File: config.mk
export PLATFORM = sky130hd
export DESIGN_NAME = acc_core
export DESIGN_NICKNAME = d
export VERILOG_FILES = /design/src/inc/acc_pkg.sv /design/src/core/acc_core.sv /design/src/core/acc_result_store.sv
export SDC_FILE = /design/constraint.sdc
export NUM_CORES = 1
export LEC_CHECK = 0
export BUFFER_PORTS_ARGS = -buffer_cell sky130_fd_sc_hd__buf_4
export CAP_MARGIN = 30
export CORE_MARGIN = 3
export CORE_UTILIZATION = 25
export DETAILED_ROUTE_END_ITERATION = 16
export PLACE_DENSITY_LB_ADDON = 0.3
export SYNTH_ARGS = -nofsm -noshare
export SYNTH_HDL_FRONTEND = slang
export SYNTH_HIERARCHICAL = 1
export SYNTH_SLANG_ARGS = --single-unit
File: constraint.sdc
create_clock -name clk -period 2.7 [get_ports clk]
set_input_delay 0.135 -clock clk [delete_from_list [all_inputs] [get_ports clk]]
set_output_delay 0.135 -clock clk [all_outputs]
set_load 0.02 [all_outputs]
File: src/inc/acc_pkg.sv
// Shared constants and types of the converter control block
package acc_pkg;

    // Bus and data widths
    localparam int ADDR_W = 8;
    localparam int DATA_W = 32;
    localparam int RES_W = 12;

    // Register byte offsets
    localparam logic [7:0] OFS_CTRL = 8'h00;
    localparam logic [7:0] OFS_CLK = 8'h04;
    localparam logic [7:0] OFS_PIN = 8'h08;
    localparam logic [7:0] OFS_RESLO = 8'h0C;
    localparam logic [7:0] OFS_RESHI = 8'h10;
    localparam logic [7:0] OFS_INTEN = 8'h14;
    localparam logic [7:0] OFS_STAT = 8'h18;
    localparam logic [7:0] OFS_MASK = 8'h1C;

    // Control register fields
    localparam int CH_LSB = 0;
    localparam int CH_W = 4;
    localparam int PEND_BIT = 6;
    localparam int START_BIT = 7;

    // Clock configuration fields
    localparam int DIV_LSB = 0;
    localparam int DIV_W = 3;
    localparam int PD_BIT = 7;

    // Interrupt enable fields, and the flag and mask bit
    localparam int GIE_BIT = 0;
    localparam int MFE_BIT = 1;
    localparam int CIE_BIT = 2;
    localparam int IRQ_BIT = 0;

    // Reset values
    localparam logic [DIV_W-1:0] DIV_RST = 3'h0;
    localparam logic PD_RST = 1'b1;

    // Divider select codes
    localparam logic [DIV_W-1:0] DIV_1 = 3'h4;
    localparam logic [DIV_W-1:0] DIV_2 = 3'h0;
    localparam logic [DIV_W-1:0] DIV_4 = 3'h5;
    localparam logic [DIV_W-1:0] DIV_8 = 3'h1;
    localparam logic [DIV_W-1:0] DIV_16 = 3'h6;
    localparam logic [DIV_W-1:0] DIV_32 = 3'h2;

    // Divider terminal counts (ratio minus one)
    localparam logic [4:0] TC_1 = 5'h00;
    localparam logic [4:0] TC_2 = 5'h01;
    localparam logic [4:0] TC_4 = 5'h03;
    localparam logic [4:0] TC_8 = 5'h07;
    localparam logic [4:0] TC_16 = 5'h0F;
    localparam logic [4:0] TC_32 = 5'h1F;

    // Conversion timing in converter clock periods, top bit index and full-scale code
    localparam logic [3:0] SET_TAD = 4'h3;
    localparam logic [3:0] LAST_TAD = 4'hF;
    localparam logic [3:0] MSB_IDX = 4'hB;
    localparam logic [RES_W-1:0] FULL_SCALE = 12'hFFF;

    // Conversion states
    typedef enum logic [2:0] {
        ST_IDLE = 3'b001,
        ST_HELD = 3'b010,
        ST_CONV = 3'b100
    } acc_state_t;

endpackage
File: src/core/acc_core.sv
// Converter control block: APB registers, clock divider, SAR sequencer
//
// What this block does
// - Start pulse low-high-low launches one conversion
// - Pending flag falls when conversion finishes
// - Result readable as low and high registers
// - Conversion lasts sixteen converter clock periods
// - Result is twelve bits, all ones full-scale
// - Code step is reference over 4096, offset
// - Power-down bit stops converter activity
// - Divider codes select system clock ratios
// - Analog pin drops other functions and pull-high
// - Interrupt needs global, multi-function, converter enables
// - Completion sets converter interrupt request flag
// - Start held high resets converter, sets pending
//
// The APB slave port and the register offsets were left to the implementer.
`timescale 1ns/1ns
module acc_core
    import acc_pkg::*;
(
    // Clock and reset
    input wire logic clk,
    input wire logic rst,
    // APB slave
    input wire logic psel,
    input wire logic penable,
    input wire logic pwrite,
    input wire logic [acc_pkg::ADDR_W-1:0] paddr,
    input wire logic [acc_pkg::DATA_W-1:0] pwdata,
    output logic pready,
    output logic [acc_pkg::DATA_W-1:0] prdata,
    output logic pslverr,
    // Analog front end
    input wire logic compAbove,
    output logic [acc_pkg::RES_W-1:0] dacCode,
    output logic [acc_pkg::CH_W-1:0] channelSelect,
    output logic converterPowerDown,
    output logic convReset,
    output logic sampleOn,
    output logic adcClkTick,
    // Shared pins
    input wire logic [7:0] pullReq,
    output logic [7:0] analogPinEnable,
    output logic [7:0] pullHighOn,
    // Interrupt
    output logic irq
);

    // All state of the block
    typedef struct packed {
        acc_state_t st;
        logic [CH_W-1:0] chan;
        logic startBit;
        logic pend;
        logic [DIV_W-1:0] divSel;
        logic pwrDown;
        logic [7:0] pinEn;
        logic [2:0] intEn;
        logic irqFlag;
        logic irqMask;
        logic [4:0] divCnt;
        logic tick;
        logic [3:0] tadCnt;
        logic [RES_W-1:0] trial;
        logic [3:0] bitIdx;
        logic done;
        logic convRst;
        logic sample;
        logic [7:0] pullOn;
        logic irq;
        logic pready;
        logic [DATA_W-1:0] prdata;
        logic pslverr;
    } acc_core_t;

    acc_core_t s_reg;
    acc_core_t s_next;

    // Read data of the result store
    logic [7:0] resRd;
    // Per-pin pull-high gating
    logic [7:0] pullGate;
    // Decoded bus terms
    logic access;
    logic mapped;
    logic wrDone;
    logic wrCtrl;
    logic launch;

    // Divider terminal count for each select code
    function automatic logic [4:0] term_count(input logic [DIV_W-1:0] sel);
        logic [4:0] tc;
        tc = TC_32;
        // Codes with no defined ratio fall back to the slowest clock
        case (sel)
            DIV_1: tc = TC_1;
            DIV_2: tc = TC_2;
            DIV_4: tc = TC_4;
            DIV_8: tc = TC_8;
            DIV_16: tc = TC_16;
            DIV_32: tc = TC_32;
            default: tc = TC_32;
        endcase
        return tc;
    endfunction

    // Result store, read address taken from the setup cycle
    acc_result_store u_store (
        .clk(clk),
        .rst(rst),
        .wrEn(s_reg.done),
        .wrData(s_reg.trial),
        .rdHigh(paddr == OFS_RESHI),
        .rdData(resRd)
    );

    // Analog pins lose their pull-high resistor
    generate
        for (genvar i = 0; i < 8; i++) begin : g_pin
            assign pullGate[i] = pullReq[i] & ~s_reg.pinEn[i];
        end
    endgenerate

    // Bus decode: a write lands on the edge that sees pready high
    assign access = psel & penable;
    assign mapped = (paddr == OFS_CTRL) || (paddr == OFS_CLK)
        || (paddr == OFS_PIN) || (paddr == OFS_RESLO)
        || (paddr == OFS_RESHI) || (paddr == OFS_INTEN)
        || (paddr == OFS_STAT) || (paddr == OFS_MASK);
    assign wrDone = access & s_reg.pready & pwrite & mapped;
    assign wrCtrl = wrDone & (paddr == OFS_CTRL);
    assign launch = wrCtrl & s_reg.startBit & ~pwdata[START_BIT]
        & (s_reg.st == ST_HELD) & ~s_reg.pwrDown;

    // Next-state logic
    always_comb begin
        logic [3:0] idx;
        idx = '0;
        s_next = s_reg;
        s_next.done = 1'b0;

        // Access phase: one wait cycle, then answer from flops
        if (access && !s_reg.pready) begin
            s_next.pready = 1'b1;
            s_next.pslverr = ~mapped;
            s_next.prdata = '0;
            // Unmapped reads return zero with an error
            case (paddr)
                OFS_CTRL: s_next.prdata = DATA_W'({s_reg.startBit,
                    s_reg.pend, 2'b00, s_reg.chan});
                OFS_CLK: s_next.prdata = DATA_W'({s_reg.pwrDown,
                    4'h0, s_reg.divSel});
                OFS_PIN: s_next.prdata = DATA_W'(s_reg.pinEn);
                OFS_RESLO: s_next.prdata = DATA_W'(resRd);
                OFS_RESHI: s_next.prdata = DATA_W'(resRd);
                OFS_INTEN: s_next.prdata = DATA_W'(s_reg.intEn);
                OFS_STAT: s_next.prdata = DATA_W'(s_reg.irqFlag);
                OFS_MASK: s_next.prdata = DATA_W'(s_reg.irqMask);
                default: s_next.prdata = '0;
            endcase
        end else begin
            s_next.pready = 1'b0;
            s_next.pslverr = 1'b0;
        end

        // Register writes
        if (wrDone) begin
            case (paddr)
                OFS_CTRL: begin
                    s_next.chan = pwdata[CH_LSB +: CH_W];
                    s_next.startBit = pwdata[START_BIT];
                end
                OFS_CLK: begin
                    s_next.divSel = pwdata[DIV_LSB +: DIV_W];
                    s_next.pwrDown = pwdata[PD_BIT];
                end
                OFS_PIN: s_next.pinEn = pwdata[7:0];
                OFS_INTEN: s_next.intEn = {pwdata[CIE_BIT],
                    pwdata[MFE_BIT], pwdata[GIE_BIT]};
                // Write one to clear; a same-cycle completion still wins
                OFS_STAT: if (pwdata[IRQ_BIT]) begin
                    s_next.irqFlag = 1'b0;
                end
                OFS_MASK: s_next.irqMask = pwdata[IRQ_BIT];
                default: s_next.irqMask = s_reg.irqMask;
            endcase
        end

        // Converter clock divider
        if (s_reg.divCnt >= term_count(s_reg.divSel)) begin
            s_next.tick = 1'b1;
            s_next.divCnt = '0;
        end else begin
            s_next.tick = 1'b0;
            s_next.divCnt = s_reg.divCnt + 5'h01;
        end

        // Start bit edges drive the sequencer
        if (wrCtrl && !s_reg.startBit && pwdata[START_BIT]) begin
            // Rising edge holds the converter in reset
            s_next.st = ST_HELD;
            s_next.pend = 1'b1;
        end else if (launch) begin
            // Falling edge after the rise begins a conversion
            s_next.st = ST_CONV;
            s_next.tadCnt = '0;
            s_next.trial = '0;
            s_next.divCnt = '0;
            s_next.tick = 1'b0;
        end else begin
            // Successive approximation, one step per converter clock
            case (s_reg.st)
                ST_IDLE: s_next.st = ST_IDLE;
                ST_HELD: s_next.st = ST_HELD;
                ST_CONV: if (s_reg.tick) begin
                    s_next.tadCnt = s_reg.tadCnt + 4'h1;
                    // Comparator answers the code set one step earlier
                    if (s_reg.tadCnt > SET_TAD && !compAbove) begin
                        s_next.trial[s_reg.bitIdx] = 1'b0;
                    end
                    // Try the next lower bit
                    if (s_reg.tadCnt >= SET_TAD && s_reg.tadCnt != LAST_TAD) begin
                        idx = (s_reg.tadCnt == SET_TAD) ? MSB_IDX
                            : s_reg.bitIdx - 4'h1;
                        s_next.trial[idx] = 1'b1;
                        s_next.bitIdx = idx;
                    end
                    // Sixteenth period closes the conversion
                    if (s_reg.tadCnt == LAST_TAD) begin
                        s_next.st = ST_IDLE;
                        s_next.done = 1'b1;
                        s_next.pend = 1'b0;
                        s_next.irqFlag = 1'b1;
                    end
                end
                default: s_next.st = ST_IDLE;
            endcase
        end

        // Powered down converter is held idle; the divider keeps ticking
        if (s_next.pwrDown) begin
            s_next.st = ST_IDLE;
        end

        // Registered views for the analog side and pins
        s_next.convRst = (s_next.st == ST_HELD);
        s_next.sample = (s_next.st == ST_CONV) && (s_next.tadCnt < SET_TAD);
        s_next.pullOn = pullGate;
        // All three enables and the mask gate the request
        s_next.irq = s_reg.irqFlag & s_reg.irqMask & (&s_reg.intEn);
    end

    // State register
    always_ff @(posedge clk or posedge rst) begin
        if (rst) begin
            s_reg <= '{st: ST_IDLE, divSel: DIV_RST, pwrDown: PD_RST,
                default: '0};
        end else begin
            s_reg <= s_next;
        end
    end

    // Outputs straight from the state register
    assign pready = s_reg.pready;
    assign prdata = s_reg.prdata;
    assign pslverr = s_reg.pslverr;
    assign dacCode = s_reg.trial;
    assign channelSelect = s_reg.chan;
    assign converterPowerDown = s_reg.pwrDown;
    assign convReset = s_reg.convRst;
    assign sampleOn = s_reg.sample;
    assign adcClkTick = s_reg.tick;
    assign analogPinEnable = s_reg.pinEn;
    assign pullHighOn = s_reg.pullOn;
    assign irq = s_reg.irq;
endmodule

File: src/core/acc_result_store.sv
// Result store holding the last completed conversion value
`timescale 1ns/1ns
module acc_result_store
    import acc_pkg::*;
(
    // Clock and reset
    input wire logic clk,
    input wire logic rst,
    // Write side
    input wire logic wrEn,
    input wire logic [acc_pkg::RES_W-1:0] wrData,
    // Read side
    input wire logic rdHigh,
    output logic [7:0] rdData
);

    // All state of the store
    typedef struct packed {
        logic [RES_W-1:0] value;
        logic [7:0] rd;
    } acc_store_t;

    acc_store_t s_reg;
    acc_store_t s_next;

    // Next value: write on completion, read data always registered
    always_comb begin
        s_next = s_reg;
        // Value only moves when a conversion completes
        if (wrEn) begin
            s_next.value = wrData;
        end
        // High part sits in the low nibble, upper bits read zero
        if (rdHigh) begin
            s_next.rd = {4'h0, s_reg.value[RES_W-1:8]};
        end else begin
            s_next.rd = s_reg.value[7:0];
        end
    end

    // State register
    always_ff @(posedge clk or posedge rst) begin
        if (rst) begin
            s_reg <= '0;
        end else begin
            s_reg <= s_next;
        end
    end

    assign rdData = s_reg.rd;
endmodule

## After elaboration in Yosys (flattened, before gate mapping)

Cells that the tools add are included.

- Logic and storage cells: 172
- RAM bits: 0
- Input bits: 54
- Memories kept: 0
- Bits in latches: 0
- Register bits after elaboration: 118
- ROM bits: 0

- Reduce and logical (&&, ||, !) cells: 35
- Add/subtract/negate cells: 3
- Order comparisons: 8
- Equal/unequal tests: 19
- Bitwise operators: 35
- Multiplexer cells: 47
- Shift operators: 0
- Divide/modulo/power cells: 0
- Multipliers: 0

Operators by type and width:

| kind | count |
|---|---|
| $mux W12 | 5 |
| $pmux W8 S7 | 1 |
| $mux W21 | 2 |
| $eq A8 B5 Y1 const B | 4 |
| $mux W16 | 2 |
| $mux W27 | 1 |
| $pmux W5 S5 | 1 |
| $and A1 B1 Y1 | 19 |
| $mux W1 | 19 |
| $mux W3 | 6 |
| $eq A8 B4 Y1 const B | 2 |
| $mux W8 | 2 |
| $eq A3 B3 Y1 const B | 5 |
| $mux W14 | 1 |
| $not A1 Y1 | 13 |
| $and A12 B12 Y12 | 1 |
| $mux W6 | 2 |
| $not A12 Y12 | 1 |
| $or A12 B12 Y12 | 1 |
| $lt A4 B5 Y1 const B | 2 |
| $reduce_and A2 Y1 | 5 |
| $reduce_bool A2 Y1 | 5 |
| $demux W1 S4 | 2 |
| $eq A8 B3 Y1 const B | 1 |
| 26 further kinds | 44 |

## Longest topological paths before layout

- Depth in word-level cells: 24
- Depth in mapped cells: 8
- Mapped depth without buffers: 8

## Modules after synthesis

Netlist, hierarchy kept.

Modules (own cells, without submodules):

| module | instances | cells each | area each (sq um) | sequential area each (sq um) |
|---|---|---|---|---|
| acc_core | 1 | 422 | 4,250.3 | 1,854.3 |
| acc_result_store | 1 | 51 | 823.3 | 500.5 |

## Worst setup path before layout

Ideal clock, no wire load.

- Path kind: register -> register
- Start: reg s_reg (netlist bit adcClkTick)
- End: reg s_reg (netlist bit sampleOn)
- Data required time: 2.561 ns
- Setup slack: 0.459 ns
- Setup time: 0.139 ns
- Path buffers: 0
- Cell stages (with the launch flop): 6
- Arrival time: 2.102 ns
- Period minus slack after synthesis: 2.241 ns
- Cell sequence: dfrtp_1 nor4bb_1 o41ai_4 or4_2 a21oi_1 a2111oi_2

RTL lines:

| item | line | RTL |
|---|---|---|
| from (decl) | acc_core.sv:77 | `acc_core_t s_reg;` |
| from (signal assigned) | acc_core.sv:257 | `s_reg <= '{st: ST_IDLE, divSel: DIV_RST, pwrDown: PD_RST,` |
| from (signal assigned) | acc_core.sv:260 | `s_reg <= s_next;` |

## Worst setup path in the final report

- Start: reg s_reg[97] in the netlist's numbering
- End: reg s_reg (netlist bit dacCode[1])

- Word-level cells in the longest chain between the ends: 5
- Elaborated cells between the ends (all ways): 8
- Those cells by class: 2 x eq/ne; 1 x mux; 2 x bitwise; 3 x reduce/logical

RTL lines:

| item | line | RTL |
|---|---|---|
| $eq A3 B2 Y1 | acc_core.sv:134 | `& (s_reg.st == ST_HELD) & ~s_reg.pwrDown;` |
| $and A1 B1 Y1 (2 in series) | acc_core.sv:134 |  |
| $reduce_bool A2 Y1 (no source line) | -- |  |
| $reduce_and A3 Y1 (no source line) | -- |  |

Parallel ways exist; a longest one is shown, timed or not.
A chain may end at the register's enable or synchronous reset.

==> summary.txt <==
Timing
  – Post-route minimum period: 2170 ps
  – RSZ-0062 raised after global routing: no
  – Period utilization: 80.4%
  – Slew margin rel.: 50.5%
  – Clk_skew: 5.13 ps
  – Pins Over Slew Limit: 0
  – Hold Vio Cnt, Final: 0
  – Fmax: 461 MHz
  – Worst-Margin Slew: 741 ps
  – Finish-stage setup viols: 0
  – Setup TNS: 0 ps

Layout
  – Layout cells sized above 1: 30.6%
  – Most frequent cells in the layout: dfrtp_1 (92), buf_4 (89), nand2_1 (28)
  – Nets@finish: 574
  – Max reg flops: 27
  – Register Area: 2350 um2
  – Filler cell count: 2,079
  – Commonest non-fill, non-tap cell in the layout: dfrtp_1
  – # diodes: 0
  – Multi-input combinational cell area: 2110 um2
  – P&R area growth vs syn: 16.1%

Floorplanning
  – Starting Density: 25.7%
  – Io pins: 125
  – DIE WIDTH: 148 um
  – # rows: 51
  – Die ar.: 22,000 um2
  – Core Area: 19,700 um2
  – DIE HEIGHT: 148 um

Synthesis
  – Synthesized instance count: 473
  – Post-Syn Area: 5070 um2
  – Ys async rst share: 100%
  – Ys flop type: dfrtp_1
  – Syn_area_per_cell: 10.7 um2
  – Number of enable flip-flop cells after synthesis: 0
  – Yosys reg bits: 94
  – Top cells by area, synth: dfrtp_1 (45%), buf_4 (11%), mux2_2 (5.8%)
  – Yosys Warn Count: 6
  – Area share of the leading cell type in the synthesized netlist: 45.4%
  – Synth cell types: 61
  – Synth area leader: dfrtp_1
  – Register area share after synthesis: 46.4%

Setup path
  – Reg-to-reg critical path startpoint: s_reg[97]$_DFF_PP0_
  – Worst Path Buf+Inv: 0
  – Worst path required time: 2930 ps
  – Critical path, cell by cell: nand2b_1, or2_2, or4_1, a32o_1
  – CP endpoint kind: flop
  – Setup CP Type: reg -> reg
  – Slowest stage cell on the critical path: or4_1
  – Crit path depth: 4
  – Reg2reg end: dacCode[1]$_DFFE_PP0P_
  – CP top delay family: simple AND/OR/NAND/NOR gates
  – Arr. time, crit path: 2400 ps
  – Critical Path Max Stage Delay: 800 ps
  – Worst Reg-to-Reg Cells: 4
  – Critical Path Fanout Max: 16
  – Reg2Reg Setup Slack: 530 ps
  – Crit path launch type: flop

Global routing
  – Largest net degree at the start of global routing: 39
  – Global-route wire length before repair: 18,900 um
  – GR Overflow Total: 0
  – Initial antenna violation count: 0
  – Global Route Usage Sum: 10.9%
  – Vias in the first global route: 3,445

Power
  – Leak: 2.71 nW
  – Tot Pwr: 0.00323 W
  – PwrDens: 549 nW/um2
  – Maximum vdd drop: 0.288 mV

CTS
  – Number of setup buffers added after CTS: 0
  – Clock buffer count from CTS: 9
  – Later-pin clock latency in the skew report: 340 ps
  – Clock Root Buffer: clkbuf_16
  – TritonCTS clock tree: built
  – Hold-fix buffers, CTS: 2
  – Number of gates resized after cts: 0
  – Clock transition at the registers of the reported paths: 70 ps
  – Max Buffers Root-to-Sink: 2
  – Clk sinks: 94
  – Clock H-tree levels: 3

Place
  – Gpl congestion: 0.833
  – # port buffers: 76
  – Post-DP HPWL: 8940 um

Job
  – Max Cap Violations: 0

Hold path
  – Hold Crit Class: in -> reg
  – Worst Hold Endpoint: pullHighOn[5]$_DFF_PP0_
  – Worst hold start: pullReq[5]
  – Hold path cells: 2

Drt
  – DR vias: 3,531
  – First drt pass iteration count: 5
  – DRC Markers: 0
  – Antenna Nets Post-Route: 0
  – Drt wl/cell: 15.2 um
  – Vias per cell: 4.54
  – Iteration-0 DRC Markers: 175
  – Routed wire length: 11,800 um

Run status
  – Status: complete, no violations
==> per-layer routing <==
metal / vias to the layer above / wire, um / GRT usage, %
li1: 1662 / - / -
met1: 1737 / 5170 / 13.9
met2: 111 / 5680 / 17.5
met3: 21 / 762 / 3.29
met4: 0 / 236 / 3.70
met5: - / 0 / 0
==> how the worst max path moves through the flow <==
| stage | to | slack [ps] | startpoint |
|---|---|---|---|
| after global placement | s_reg[47]$_DFFE_PP0P_ | 440 | paddr[4] |
| after global routing | dacCode[8]$_DFFE_PP0P_ | 400 | s_reg[96]$_DFF_PP0_ |
| after floorplan | sampleOn$_DFF_PP0_ | 460 | adcClkTick$_DFF_PP0_ |
| after detailed placement | s_reg[47]$_DFFE_PP0P_ | 390 | paddr[4] |
| after CTS | sampleOn$_DFF_PP0_ | 500 | s_reg[97]$_DFF_PP0_ |
| final | dacCode[1]$_DFFE_PP0P_ | 530 | s_reg[97]$_DFF_PP0_ |
==> logic make-up (layout without fill, tap and decap cells) <==
kind of cell | after synthesis | count (layout) | share of synthesized area (%)
buf+inv | 104 | 121 | 13.6
compound gates | 78 | 78 | 11.6
xor+xnor | 8 | 8 | 1.38
mux | 36 | 36 | 8.73
fa+ha+maj | 12 | 12 | 2.96
simple gates | 140 | 140 | 15.2
other cells | 1 | 24 | 0.0739
flops | 94 | 94 | 46.4
==> cell usage after synthesis (11+ instances only) <==
library cell  count
dfrtp_1          92
nand2_1          28
nand3_1          24
inv_1            13
ha_1             12
o21ai_0          13
mux2_2           26
a21oi_1          16
a32o_1           12
clkbuf_1         11
nor2b_1          12
buf_4            73
nor2_1           27
==> power by group <==
| group | internal [W] | switching (W) |
|---|---|---|
| Combinational | 0.000134 | 0.000194 |
| Sequential | 0.00146 | 0.0000414 |
| Clock | 0.000842 | 0.000566 |
| Total | 0.00243 | 0.000801 |
==> final cells by class <==
cell class	count	share of cell area, %
flip-flops and latches	94	40.0
multi-input cells	298	35.9
repair buffers	92	12.0
well taps	265	5.63
clock buffers	10	4.06
clock inverters	6	1.57
inverters	13	0.850
==> stage by stage <==
stage | util [%] | worst slack, ps | hold slack [ps] | cells | area, um2
5_1_grt | 29.9 | 403 | 12.6 | 778 | 5890
6_report | 29.9 | 528 | 11.4 | 778 | 5890
2_1_floorplan | - | 459 | 98.8 | 496 | 5160
3_5_place_dp | 28.1 | 388 | 276 | 760 | 5540
4_1_cts | 29.9 | 503 | 1.77 | 778 | 5890
3_3_place_gp | 28.1 | 435 | 272 | 760 | 5540
(Power assumes the default switching activity.)
